$ cat src/irq_pkg.sv
/*
  Shared constants of the request-flag unit: register offsets, field
  positions, reset values and command codes.
  Assumes an 8-bit register port and a single clock domain.
*/
package irq_pkg;

  // Register offsets
  localparam logic [7:0] ADDR_STATUS_A = 8'h06;
  localparam logic [7:0] ADDR_STATUS_B = 8'h07;
  localparam logic [7:0] ADDR_ENABLE_A = 8'h08;
  localparam logic [7:0] ADDR_ENABLE_B = 8'h09;
  localparam logic [7:0] ADDR_FIFO_CFG = 8'h02;
  localparam logic [7:0] ADDR_WATER = 8'h03;
  localparam logic [7:0] ADDR_COMMAND = 8'h00;
  localparam logic [7:0] ADDR_ERROR = 8'h0A;

  // Field positions
  localparam int SET_MODE_BIT = 7;
  localparam int GLOBAL_BIT = 6;
  localparam int INVERT_BIT = 7;
  localparam int DRIVE_SEL_BIT = 7;
  localparam int PIN_GATE_BIT = 6;
  localparam int HIGH_BIT = 6;
  localparam int LOW_BIT = 5;
  localparam int CMD_DONE_BIT = 4;
  localparam int TX_DONE_BIT = 3;
  localparam int RX_DONE_BIT = 2;
  localparam int ERR_BIT = 1;
  localparam int SOF_BIT = 0;
  localparam int CARD_BIT = 5;
  localparam int CAPACITY_BIT = 7;
  localparam int WATER_EXT_BIT = 2;

  // Reset values
  localparam logic [7:0] STATUS_A_RST = 8'h00;
  localparam logic [5:0] STATUS_B_RST = 6'h00;
  localparam logic [7:0] ENABLE_RST = 8'h00;
  localparam logic [8:0] WATER_RST = 9'h000;

  // FIFO capacities in bytes
  localparam logic [9:0] CAP_SMALL = 10'h0FF;
  localparam logic [9:0] CAP_LARGE = 10'h200;

  // Command codes
  localparam logic [7:0] CMD_IDLE = 8'h00;
  localparam int NUM_CMDS = 8;

endpackage : irq_pkg

$ cat src/irq_unit.sv
/*
  Request-flag unit: two sticky request registers, two enable registers,
  global request, interrupt pin drive, command field with idle return.
  Assumes event inputs are one-cycle pulses or levels synchronous to mclk.
*/
// The address-and-strobe port was chosen for this implementation.
module irq_unit
  import irq_pkg::*;
#(
  parameter int NTIMER = 5
)
(
  // Clock and reset
  input wire logic mclk,
  input wire logic resetn,
  // Register port
  input wire logic [7:0] addr,
  input wire logic [7:0] wdata,
  input wire logic wr,
  input wire logic rd,
  output logic [7:0] rdata_q,
  // FIFO state
  input wire logic [9:0] fifo_fill_count,
  // Event inputs
  input wire logic cmd_finished,
  input wire logic tx_last_bit,
  input wire logic rx_stream_end,
  input wire logic rx_sof_seen,
  input wire logic card_found,
  input wire logic [NTIMER-1:0] tmr_underflow,
  // Error sources
  input wire logic fifo_write_misuse_err,
  input wire logic fifo_overflow_err,
  input wire logic protocol_err,
  input wire logic empty_send_err,
  input wire logic integrity_err,
  // Command field out to the sequencer
  output logic [7:0] command_q,
  // Interrupt pin
  output logic irq_pin_o_q,
  output logic irq_pin_oe_q
);

  // Elaboration check: the timer field is
  // fixed at five underflow flags
  if (NTIMER != 5)
  begin : g_ntimer_check
    $error("irq_unit: NTIMER must be 5");
  end

  // Sticky flags, set by hardware or host, cleared by host
  // Flag registers and configuration
  logic [6:0] status_a_q; // High..frame-start flags
  logic [5:0] status_b_q; // Card and timer flags
  logic global_request_flag; // Combinational OR
  logic global_q; // Registered global flag
  logic [7:0] enable_a_q; // Invert plus enables
  logic [7:0] enable_b_q; // Drive, gate, enables
  logic fifo_capacity_select_q; // 1: 255 bytes
  logic [8:0] water_q; // Watermark level
  logic [4:0] error_q; // Error lines delayed one cycle
  logic pend_check_q; // Command start awaiting check
  logic known; // Lookup result

  ////////////////////////////////////////////////////////////////////////
  // Strobes
  // Write strobes decoded per target register
  logic wr_a, wr_b, wr_cmd;
  assign wr_a = wr && (addr == ADDR_STATUS_A);
  assign wr_b = wr && (addr == ADDR_STATUS_B);
  assign wr_cmd = wr && (addr == ADDR_COMMAND);

  ////////////////////////////////////////////////////////////////////////
  // Watermark alerts
  logic [9:0] capacity;
  logic [9:0] level;
  logic fifo_high_mark_live, fifo_low_mark_live;
  logic high_prev_q, low_prev_q;
  // Live alerts from fill level against the mark
  always_comb
  begin
    // Capacity from size select
    capacity = fifo_capacity_select_q ? CAP_SMALL : CAP_LARGE;
    // Extension bit only counts in large mode
    level = fifo_capacity_select_q ? {2'b00, water_q[7:0]}
                                   : {1'b0, water_q};
    // Guard keeps the subtraction from wrapping
    fifo_high_mark_live = (fifo_fill_count <= capacity) &&
      ((capacity - fifo_fill_count) <= level);
    fifo_low_mark_live = (fifo_fill_count <= level);
  end

  // Previous live alerts for rising-edge detection
  // Reset to zero so a level already true latches once
  always_ff @(posedge mclk or negedge resetn)
  begin
    if (!resetn)
    begin
      high_prev_q <= 1'b0;
      low_prev_q <= 1'b0;
    end
    else
    begin
      high_prev_q <= fifo_high_mark_live;
      low_prev_q <= fifo_low_mark_live;
    end
  end

  ////////////////////////////////////////////////////////////////////////
  // Command lookup
  // Lookup registered so its answer lines up with
  // the pending check one cycle after the start
  cmd_table #(.NCMD(NUM_CMDS)) u_cmd_table (
    .mclk(mclk),
    .resetn(resetn),
    .code(wdata),
    .known_q(known)
  );

  // Unknown command: one cycle after start the lookup answers
  logic unknown_cmd;
  assign unknown_cmd = pend_check_q && !known && !wr_cmd;

  // Command field and its pending check
  // A finished or refused command returns to idle
  always_ff @(posedge mclk or negedge resetn)
  begin
    if (!resetn)
    begin
      command_q <= CMD_IDLE;
      pend_check_q <= 1'b0;
    end
    else if (wr_cmd)
    begin
      // Host start; idle write never arms the check
      command_q <= wdata;
      pend_check_q <= (wdata != CMD_IDLE);
    end
    else
    begin
      // No host write: check lasts one cycle only
      pend_check_q <= 1'b0;
      if (unknown_cmd || cmd_finished)
        command_q <= CMD_IDLE;
    end
  end

  ////////////////////////////////////////////////////////////////////////
  // Error flags, edge detection for the error request
  logic [4:0] err_live;
  assign err_live = {fifo_write_misuse_err, fifo_overflow_err,
                     protocol_err, empty_send_err, integrity_err};
  // Only a rising error line raises the request,
  // so a stuck error does not refire after a clear
  always_ff @(posedge mclk or negedge resetn)
  begin
    if (!resetn)
      error_q <= 5'h00;
    else
      error_q <= err_live;
  end

  ////////////////////////////////////////////////////////////////////////
  // Hardware set vectors
  logic [6:0] set_a;
  logic [5:0] set_b;
  // One-cycle set pulses, merged below with host writes
  always_comb
  begin
    set_a = 7'h00;
    set_a[HIGH_BIT] = fifo_high_mark_live && !high_prev_q;
    set_a[LOW_BIT] = fifo_low_mark_live && !low_prev_q;
    // Self end or unknown code; host idle write excluded
    set_a[CMD_DONE_BIT] = (cmd_finished && command_q != CMD_IDLE
                           && !wr_cmd) || unknown_cmd;
    set_a[TX_DONE_BIT] = tx_last_bit;
    set_a[RX_DONE_BIT] = rx_stream_end;
    set_a[ERR_BIT] = |(err_live & ~error_q);
    set_a[SOF_BIT] = rx_sof_seen;
    set_b = {card_found, tmr_underflow};
  end

  ////////////////////////////////////////////////////////////////////////
  // Request register A
  always_ff @(posedge mclk or negedge resetn)
  begin
    if (!resetn)
      status_a_q <= STATUS_A_RST[6:0];
    // Set mode: ones written join the flags
    else if (wr_a && wdata[SET_MODE_BIT])
      status_a_q <= status_a_q | wdata[6:0] | set_a;
    else if (wr_a)
      // Clear ones written, hardware set wins
      status_a_q <= (status_a_q & ~wdata[6:0]) | set_a;
    // No write: only hardware sets
    else
      status_a_q <= status_a_q | set_a;
  end

  // Request register B, bit seven is write-only
  always_ff @(posedge mclk or negedge resetn)
  begin
    if (!resetn)
      status_b_q <= STATUS_B_RST;
    // Set mode: ones written join the flags
    else if (wr_b && wdata[SET_MODE_BIT])
      status_b_q <= status_b_q | wdata[5:0] | set_b;
    else if (wr_b)
      status_b_q <= (status_b_q & ~wdata[5:0]) | set_b;
    // No write: only hardware sets
    else
      status_b_q <= status_b_q | set_b;
  end

  ////////////////////////////////////////////////////////////////////////
  // Global request, recomputed every clock
  always_comb
  begin
    global_request_flag = |(status_a_q & enable_a_q[6:0])
                        | |(status_b_q & enable_b_q[5:0]);
  end

  // Registered copy for the read-back of bit six
  always_ff @(posedge mclk or negedge resetn)
  begin
    if (!resetn)
      global_q <= 1'b0;
    else
      global_q <= global_request_flag;
  end

  ////////////////////////////////////////////////////////////////////////
  // Configuration registers
  // Host-written configuration, unmapped offsets ignored
  always_ff @(posedge mclk or negedge resetn)
  begin
    if (!resetn)
    begin
      enable_a_q <= ENABLE_RST;
      enable_b_q <= ENABLE_RST;
      fifo_capacity_select_q <= 1'b0;
      water_q <= WATER_RST;
    end
    else if (wr)
    begin
      unique case (addr)
        ADDR_ENABLE_A: enable_a_q <= wdata;
        ADDR_ENABLE_B: enable_b_q <= wdata;
        ADDR_FIFO_CFG:
        begin
          fifo_capacity_select_q <= wdata[CAPACITY_BIT];
          water_q[8] <= wdata[WATER_EXT_BIT];
        end
        ADDR_WATER: water_q[7:0] <= wdata;
        default: ;
      endcase
    end
  end

  ////////////////////////////////////////////////////////////////////////
  // Interrupt pin drive
  logic pin_level;
  logic pin_active;
  // Inversion applies after the gate, so a gated-off
  // pin rests at the inverted idle level
  always_comb
  begin
    // Gated request, then optional inversion
    pin_active = global_request_flag && enable_b_q[PIN_GATE_BIT];
    pin_level = pin_active ^ enable_a_q[INVERT_BIT];
  end

  // Registered pin drive; enable high while driving
  always_ff @(posedge mclk or negedge resetn)
  begin
    if (!resetn)
    begin
      irq_pin_o_q <= 1'b0;
      irq_pin_oe_q <= 1'b0;
    end
    else if (enable_b_q[DRIVE_SEL_BIT])
    begin
      // Push-pull: always driven
      irq_pin_o_q <= pin_level;
      irq_pin_oe_q <= 1'b1;
    end
    else
    begin
      // Open drain: pull low only when level is low
      irq_pin_o_q <= 1'b0;
      irq_pin_oe_q <= !pin_level;
    end
  end

  ////////////////////////////////////////////////////////////////////////
  // Read data, one cycle after the strobe
  // Unmapped offsets and idle cycles read as zero
  always_ff @(posedge mclk or negedge resetn)
  begin
    if (!resetn)
      rdata_q <= 8'h00;
    else if (rd)
    begin
      unique case (addr)
        ADDR_STATUS_A: rdata_q <= {1'b0, status_a_q};
        ADDR_STATUS_B: rdata_q <= {1'b0, global_q, status_b_q};
        ADDR_ENABLE_A: rdata_q <= enable_a_q;
        ADDR_ENABLE_B: rdata_q <= enable_b_q;
        ADDR_FIFO_CFG:
          // Delayed live alerts in bits six and five
          rdata_q <= {fifo_capacity_select_q, high_prev_q, low_prev_q,
                      2'b00, water_q[8], 2'b00};
        ADDR_WATER: rdata_q <= water_q[7:0];
        ADDR_COMMAND: rdata_q <= command_q;
        ADDR_ERROR: rdata_q <= {3'b000, error_q};
        default: rdata_q <= 8'h00;
      endcase
    end
    else
      rdata_q <= 8'h00;
  end

endmodule : irq_unit

$ cat src/cmd_table.sv
/*
  Table of known command codes, registered lookup.
  Assumes the command code is presented one cycle before use.
*/
module cmd_table
  import irq_pkg::*;
#(
  parameter int NCMD = NUM_CMDS
)
(
  // Clock and reset
  input wire logic mclk,
  input wire logic resetn,
  // Lookup
  input wire logic [7:0] code,
  output logic known_q
);

  // Elaboration check: codes are eight bits wide
  if (NCMD < 1 || NCMD > 256)
  begin : g_ncmd_check
    $error("cmd_table: NCMD out of range");
  end

  ////////////////////////////////////////////////////////////////////////
  // Registered check: codes below NCMD are implemented
  always_ff @(posedge mclk or negedge resetn)
  begin
    if (!resetn)
      known_q <= 1'b0;
    else
      known_q <= ({24'h0000_00, code} < 32'(NCMD));
  end

endmodule : cmd_table

$ cat config.mk
export PLATFORM = sky130hd
export DESIGN_NAME = irq_unit
export DESIGN_NICKNAME = d
export VERILOG_FILES = /design/src/irq_pkg.sv /design/src/irq_unit.sv /design/src/cmd_table.sv
export SDC_FILE = /design/constraint.sdc
export NUM_CORES = 1
export LEC_CHECK = 0
export BUFFER_PORTS_ARGS = -buffer_cell sky130_fd_sc_hd__buf_2
export CAP_MARGIN = 25
export CORE_AREA = 4 4 95 97
export DETAILED_ROUTE_END_ITERATION = 10
export DIE_AREA = 0 0 99 101
export HOLD_SLACK_MARGIN = 0.12
export PLACE_DENSITY = 0.8
export SLEW_MARGIN = 20
export SYNTH_ARGS = -nofsm -noshare
export SYNTH_HDL_FRONTEND = slang
export SYNTH_HIERARCHICAL = 1
export SYNTH_SLANG_ARGS = --single-unit
$ cat constraint.sdc
create_clock -name mclk -period 4.6 [get_ports mclk]
set_input_delay 0.23 -clock mclk [delete_from_list [all_inputs] [get_ports mclk]]
set_output_delay 0.23 -clock mclk [all_outputs]
set_load 0.01 [all_outputs]
# Word level (Yosys, flattened, before mapping)

Cells that the tools add are included.
W data, S select, Z words.

Register bits after elaboration: 67
Input port bits: 45
Output and inout bits: 18
Logic and storage cells: 91

Add/sub/neg operators: 1
Magnitude comparators: 4
Equality and inequality tests: 7
Muxes and demuxes: 13
Bitwise operators: 18
Reductions and logical operators: 31

Operators by type and width:

| cell                 | number |
|---|---|
| $pmux W8 S8          | 1 |
| $or A7 B7 Y7         | 4 |
| $eq A8 B4 Y1 const B | 3 |
| $mux W8              | 3 |
| $or A6 B6 Y6         | 4 |
| $le A10 B9 Y1        | 2 |
| $eq A8 B2 Y1 const B | 2 |
| $eq A8 B3 Y1 const B | 2 |
| $reduce_bool A8 Y1   | 2 |
| $and A7 B7 Y7        | 2 |
| $mux W7              | 2 |
| $logic_and A1 B1 Y1  | 13 |
| $and A6 B6 Y6        | 2 |
| $mux W6              | 2 |
| $le A10 B10 Y1       | 1 |
| $mux W10             | 1 |
| $sub A10 B10 Y10     | 1 |
| $mux W9              | 1 |
| $logic_not A8 Y1     | 1 |
| $lt A8 B4 Y1 const B | 1 |
| $reduce_and A2 Y1    | 4 |
| $not A7 Y7           | 1 |
| $reduce_or A7 Y1     | 1 |
| $not A6 Y6           | 1 |
| other kinds (10)     | 17 |

# Logic depth before layout (Yosys ltp)

Depth in word-level cells: 8
Mapped depth: 16
Mapped depth without buffers: 15

# Modules after synthesis

Netlist, hierarchy kept.

By module, submodules not included:

| module    | times used | cells each | area an instance (um^2) | seq. area each (um^2) |
|---|---|---|---|---|
| irq_unit  | 1          | 386        | 3936.3                  | 1651.6 |
| cmd_table | 1          | 3          | 36.3                    | 25.0 |

# Least setup slack after synthesis

No wires, ideal clock.

Path type: reg-to-reg
Start: register fifo_capacity_select_q
End: register status_a_q[6]
Library setup time: 0.095 ns
Arrival time: 3.268 ns
Data required time: 4.505 ns
Path slack: 1.237 ns
Stages on the path, launching flop included: 16
Path buffers: 1
Clock period less this slack: 3.363 ns
Cell sequence: dfrtp_1 > ha_1 > clkbuf_1 > a21oi_1 > nand2_1 > a21o_1 > a2111oi_0 > nor3_1 > xor2_1 > ha_1 > nand4_1 > o22ai_1 > a2111oi_0 > o31a_1 > nor3_1 > o31ai_1

Cells in the longest elaborated chain, start to end: 8
Elaborated cells between the ends (all ways): 12
Classes of those cells: add/sub (1); order compare (2); mux (4); bitwise (3); reduce/logical (2)

Ends and longest elaborated chain:

| what                                   | RTL line                         | RTL |
|---|---|---|
| start: declaration                     | irq_unit.sv:59                   | `logic fifo_capacity_select_q;` |
| start signal: assignment               | irq_unit.sv:251                  | `fifo_capacity_select_q <= wdata[CAPACITY_BIT];` |
| $mux W10                               | irq_unit.sv:83                   | `capacity = fifo_capacity_select_q ? CAP_SMALL : CAP_LARGE;` |
| $sub A10 B10 Y10                       | irq_unit.sv:89                   | `((capacity - fifo_fill_count) <= level);` |
| $le A10 B9 Y1                          | irq_unit.sv:89                   |  |
| $logic_and A1 B1 Y1 *                  | irq_unit.sv:88                   | `fifo_high_mark_live = (fifo_fill_count <= capacity) &&` |
| $logic_and A1 B1 Y1 *                  | irq_unit.sv:171                  | `set_a[HIGH_BIT] = fifo_high_mark_live && !high_prev_q;` |
| $or A7 B7 Y7, on equally long branches | irq_unit.sv:197, irq_unit.sv:194 |  |
| $mux W7                                | irq_unit.sv:192                  | `else if (wr_a)` |
| $mux W7 *                              | irq_unit.sv:190                  | `else if (wr_a && wdata[SET_MODE_BIT])` |
| end signal: assignment                 | irq_unit.sv:191                  | `status_a_q <= status_a_q \| wdata[6:0] \| set_a;` |
| end signal: assignment                 | irq_unit.sv:194                  | `status_a_q <= (status_a_q & ~wdata[6:0]) \| set_a;` |
| end signal: assignment                 | irq_unit.sv:197                  | `status_a_q <= status_a_q \| set_a;` |
| end: declaration                       | irq_unit.sv:53                   | `logic [6:0] status_a_q;` |

Every way passes the cells marked *; elsewhere a longest branch is shown, timed or not.
A chain may end at the register's enable or synchronous reset.

# Worst setup path after layout

Same ends and word-level chain as after synthesis.

==> run metrics <==
status=finished, final reports clean; vias post-DR=3419; Max Clk Rate=273.5 MHz; IO buf count=62; pin count of the biggest net entering global routing=68; vias in the first global route=3423; Detail Placement HPWL=7787 um; number of buffers on the longest clock path=2; number of H-tree levels=3; Critical Path RT=4.85 ns; relative slew slack=0.4393; Finished Layout Cells=577; Mapped Area=3973 um2; VDD IR max=181.6 uV; Worst Skew=0.005863 ns; period utilization=0.7948; pwr dens=278.7 nW/um2; # placed instances=546; R2R depth=14; setup TNS=0 ns; Post-Syn Instances=389; fillers=703; TritonRoute pass-1 iters=5; Detail Route Antenna Nets=0; diode count=0; Max Cap Viol=0; die area=9999 um2; cell family with most CP delay=compound AO/OA/AOI/OAI gates; cts bufs inserted=9; worst hold stages=3; critical path's slowest cell=dfrtp_1; layout cells sized above 1=0.2246; CTS Hold Buffers Added=15; die width=99 um; IO Pins=63; WL/cell=18.52 um; Site Rows=33; Post-DP Area=4358 um2; CP max stage delay=0.60 ns; crit end category=register; core area=8134 um2; Post-synth EDFFs=0; GR Util All Layers=0.2243; final setup margin=0.9439 ns; CP cell instances=ha_1 > a21oi_1 > nand2_1 > a21o_1 > a2111oi_0 > nor3_1 > xor2_1 > ha_1 > nand4_1 > o22ai_1 > a2111oi_0 > o31a_1 > nor3_1 > o31ai_1; Final Instance Area=4693 um2; FF+latch count, synth=67; drt total wl=10690 um; WHS=0.1722 ns; library cells used by synthesis=54; CTS tree=yes; first-pass GRT wire length=17470 um; sequential area share after synthesis=0.4220; Worst Path Buf+Inv=0; Crit Path Max Fanout=11; DRC viols=0; Overflow after GRT=0; fin nets=541; ys async rst share=1.000; Syn Nets=463; minimum clock period=3.656 ns; Layout area overhead=18.14%; Crit. path cell count=14; initial antenna violation count=0; synthesized area per cell=10.21 um2; Main synth FF type=dfrtp_1; Slew Viols, Final=0; startpoint types=register; worst skew pair latency=0.34 ns; CTS sink count=67; worst-margin pin slew=0.8410 ns; Final Core Density=0.5770; post-CTS sizing=0; Hold Crit Class=in -> reg; unrepaired setup endpoints after global routing=no; Tot Pwr=1.308 mW; dpl ws=0.9540 ns; drt first-iter violations=303; Final Hold Vio Count=0; crit path kind=reg -> reg; clock root buffer=clkbuf_8; Post-CTS Setup Inserts=0; Final setup viols=0; Pleak=2.262 nW; DR vias/cell=5.925; gp weighted congestion=0.9230; Syn. warnings=6; Initial Utilization=0.4884; Clock Pin Slew Worst Setup and Hold Paths=0.07 ns; crit path DAT=3.91 ns; Die Height=101 um
-- flip-flops by register name (all words and copies together), names as in the netlist, 5 cells and up --
signal,flops
enable_b_q,8
status_b_q,6
command_q,8
status_a_q,7
water_q,9
rdata_q,8
enable_a_q,8
error_q,5
-- layer usage --
| layer | vias to the layer above | wire [um] | global-route usage |
|---|---|---|---|
| met1 | 1649 | 4628 | 0.3124 |
| met4 | 0 | 153 | 0.06513 |
| met3 | 15 | 922 | 0.05190 |
| li1 | 1591 | - | - |
| met5 | - | 0 | 0 |
| met2 | 164 | 4983 | 0.3507 |
-- cells in the final DEF, fill, tap and decap left out, drive strengths merged, types with 2 or more instances in the layout --
cell type / netlist / layout
a2111oi: 3 / 3
nor2: 17 / 17
a221oi: 5 / 5
nor2b: 3 / 3
nand2: 43 / 43
clkbuf: 3 / 11
a211oi: 2 / 2
a31oi: 8 / 8
o21bai: 3 / 3
dlygate4sd3: 0 / 15
xor2: 4 / 4
and2: 2 / 2
nand3: 18 / 18
nor3: 8 / 8
a22oi: 18 / 18
a311o: 3 / 3
a222oi: 5 / 5
buf: 9 / 64
mux2: 26 / 26
nor4: 7 / 7
clkinv: 0 / 4
a21o: 3 / 3
o211ai: 2 / 2
nand2b: 10 / 10
ha: 28 / 28
a21boi: 3 / 3
o2111ai: 2 / 2
dfrtp: 67 / 67
xnor2: 4 / 4
nand4: 4 / 4
o21ai: 5 / 5
a21oi: 18 / 18
o22ai: 3 / 3
mux2i: 12 / 12
inv: 29 / 29
or4: 2 / 2
-- area by class of cell --
cell class	instances	area, um2	share of cell area
Inverter	29	108.9	0.02319
Clock inverter	5	53.80	0.01146
Clock buffer	11	131.4	0.02799
Timing Repair Buffer	79	475.5	0.1013
Multi-Input combinational cell	281	2116	0.4508
Sequential cell	67	1677	0.3572
Tap cell	105	131.4	0.02799
-- where the power goes --
group | internal [mW] | total, mW | switching [mW] | leakage [nW]
clock | 0.249 | 0.475 | 0.226 | 0.0971
combinational | 0.0866 | 0.204 | 0.117 | 1.32
sequential | 0.611 | 0.629 | 0.0184 | 0.847
-- synthesized netlist by cell type, types with 6 or more instances --
master | instances | share of area
a21oi_1 | 18 | 0.023
a22oi_1 | 18 | 0.034
a31oi_1 | 8 | 0.013
buf_2 | 6 | 0.0076
dfrtp_1 | 67 | 0.42
ha_1 | 28 | 0.088
inv_1 | 29 | 0.027
mux2_1 | 8 | 0.023
mux2_2 | 18 | 0.051
mux2i_1 | 12 | 0.030
nand2_1 | 40 | 0.038
nand2b_1 | 10 | 0.016
nand3_1 | 18 | 0.023
nor2_1 | 16 | 0.015
nor3_1 | 6 | 0.0076
-- final timing paths --
path,startpoint,end,slack [ns]
setup / recovery,fifo_capacity_select_q$_DFFE_PN0P_,status_a_q[6]$_DFF_PN0_,0.94
hold / removal,cmd_finished,status_a_q[4]$_DFF_PN0_,0.17
setup reg to reg,fifo_capacity_select_q$_DFFE_PN0P_,status_a_q[6]$_DFF_PN0_,0.94
hold reg to reg,high_prev_q$_DFF_PN0_,status_a_q[6]$_DFF_PN0_,0.49
max in group asynchronous,resetn,water_q[0]$_DFFE_PN0P_,3.43
min in group asynchronous,resetn,rdata_q[5]$_DFF_PN0_,0.61
-- logic make-up (layout without fill, tap and decap cells) --
logic type,after synthesis,in the layout,synth area share
compound gates,87,87,0.1556
xor+xnor,8,8,0.01764
buf+inv,41,124,0.04535
mux,38,38,0.1039
simple gates,119,119,0.1622
flops,67,67,0.4220
fa+ha+maj,29,29,0.09323
-- worst min-delay path: cells and delay by family --
family	cells	cell delay (ns)
AOI/OAI and AO/OA	2	0.17
buffers and inverters	1	0.08
Note: power is estimated with default switching activity, not from simulation.
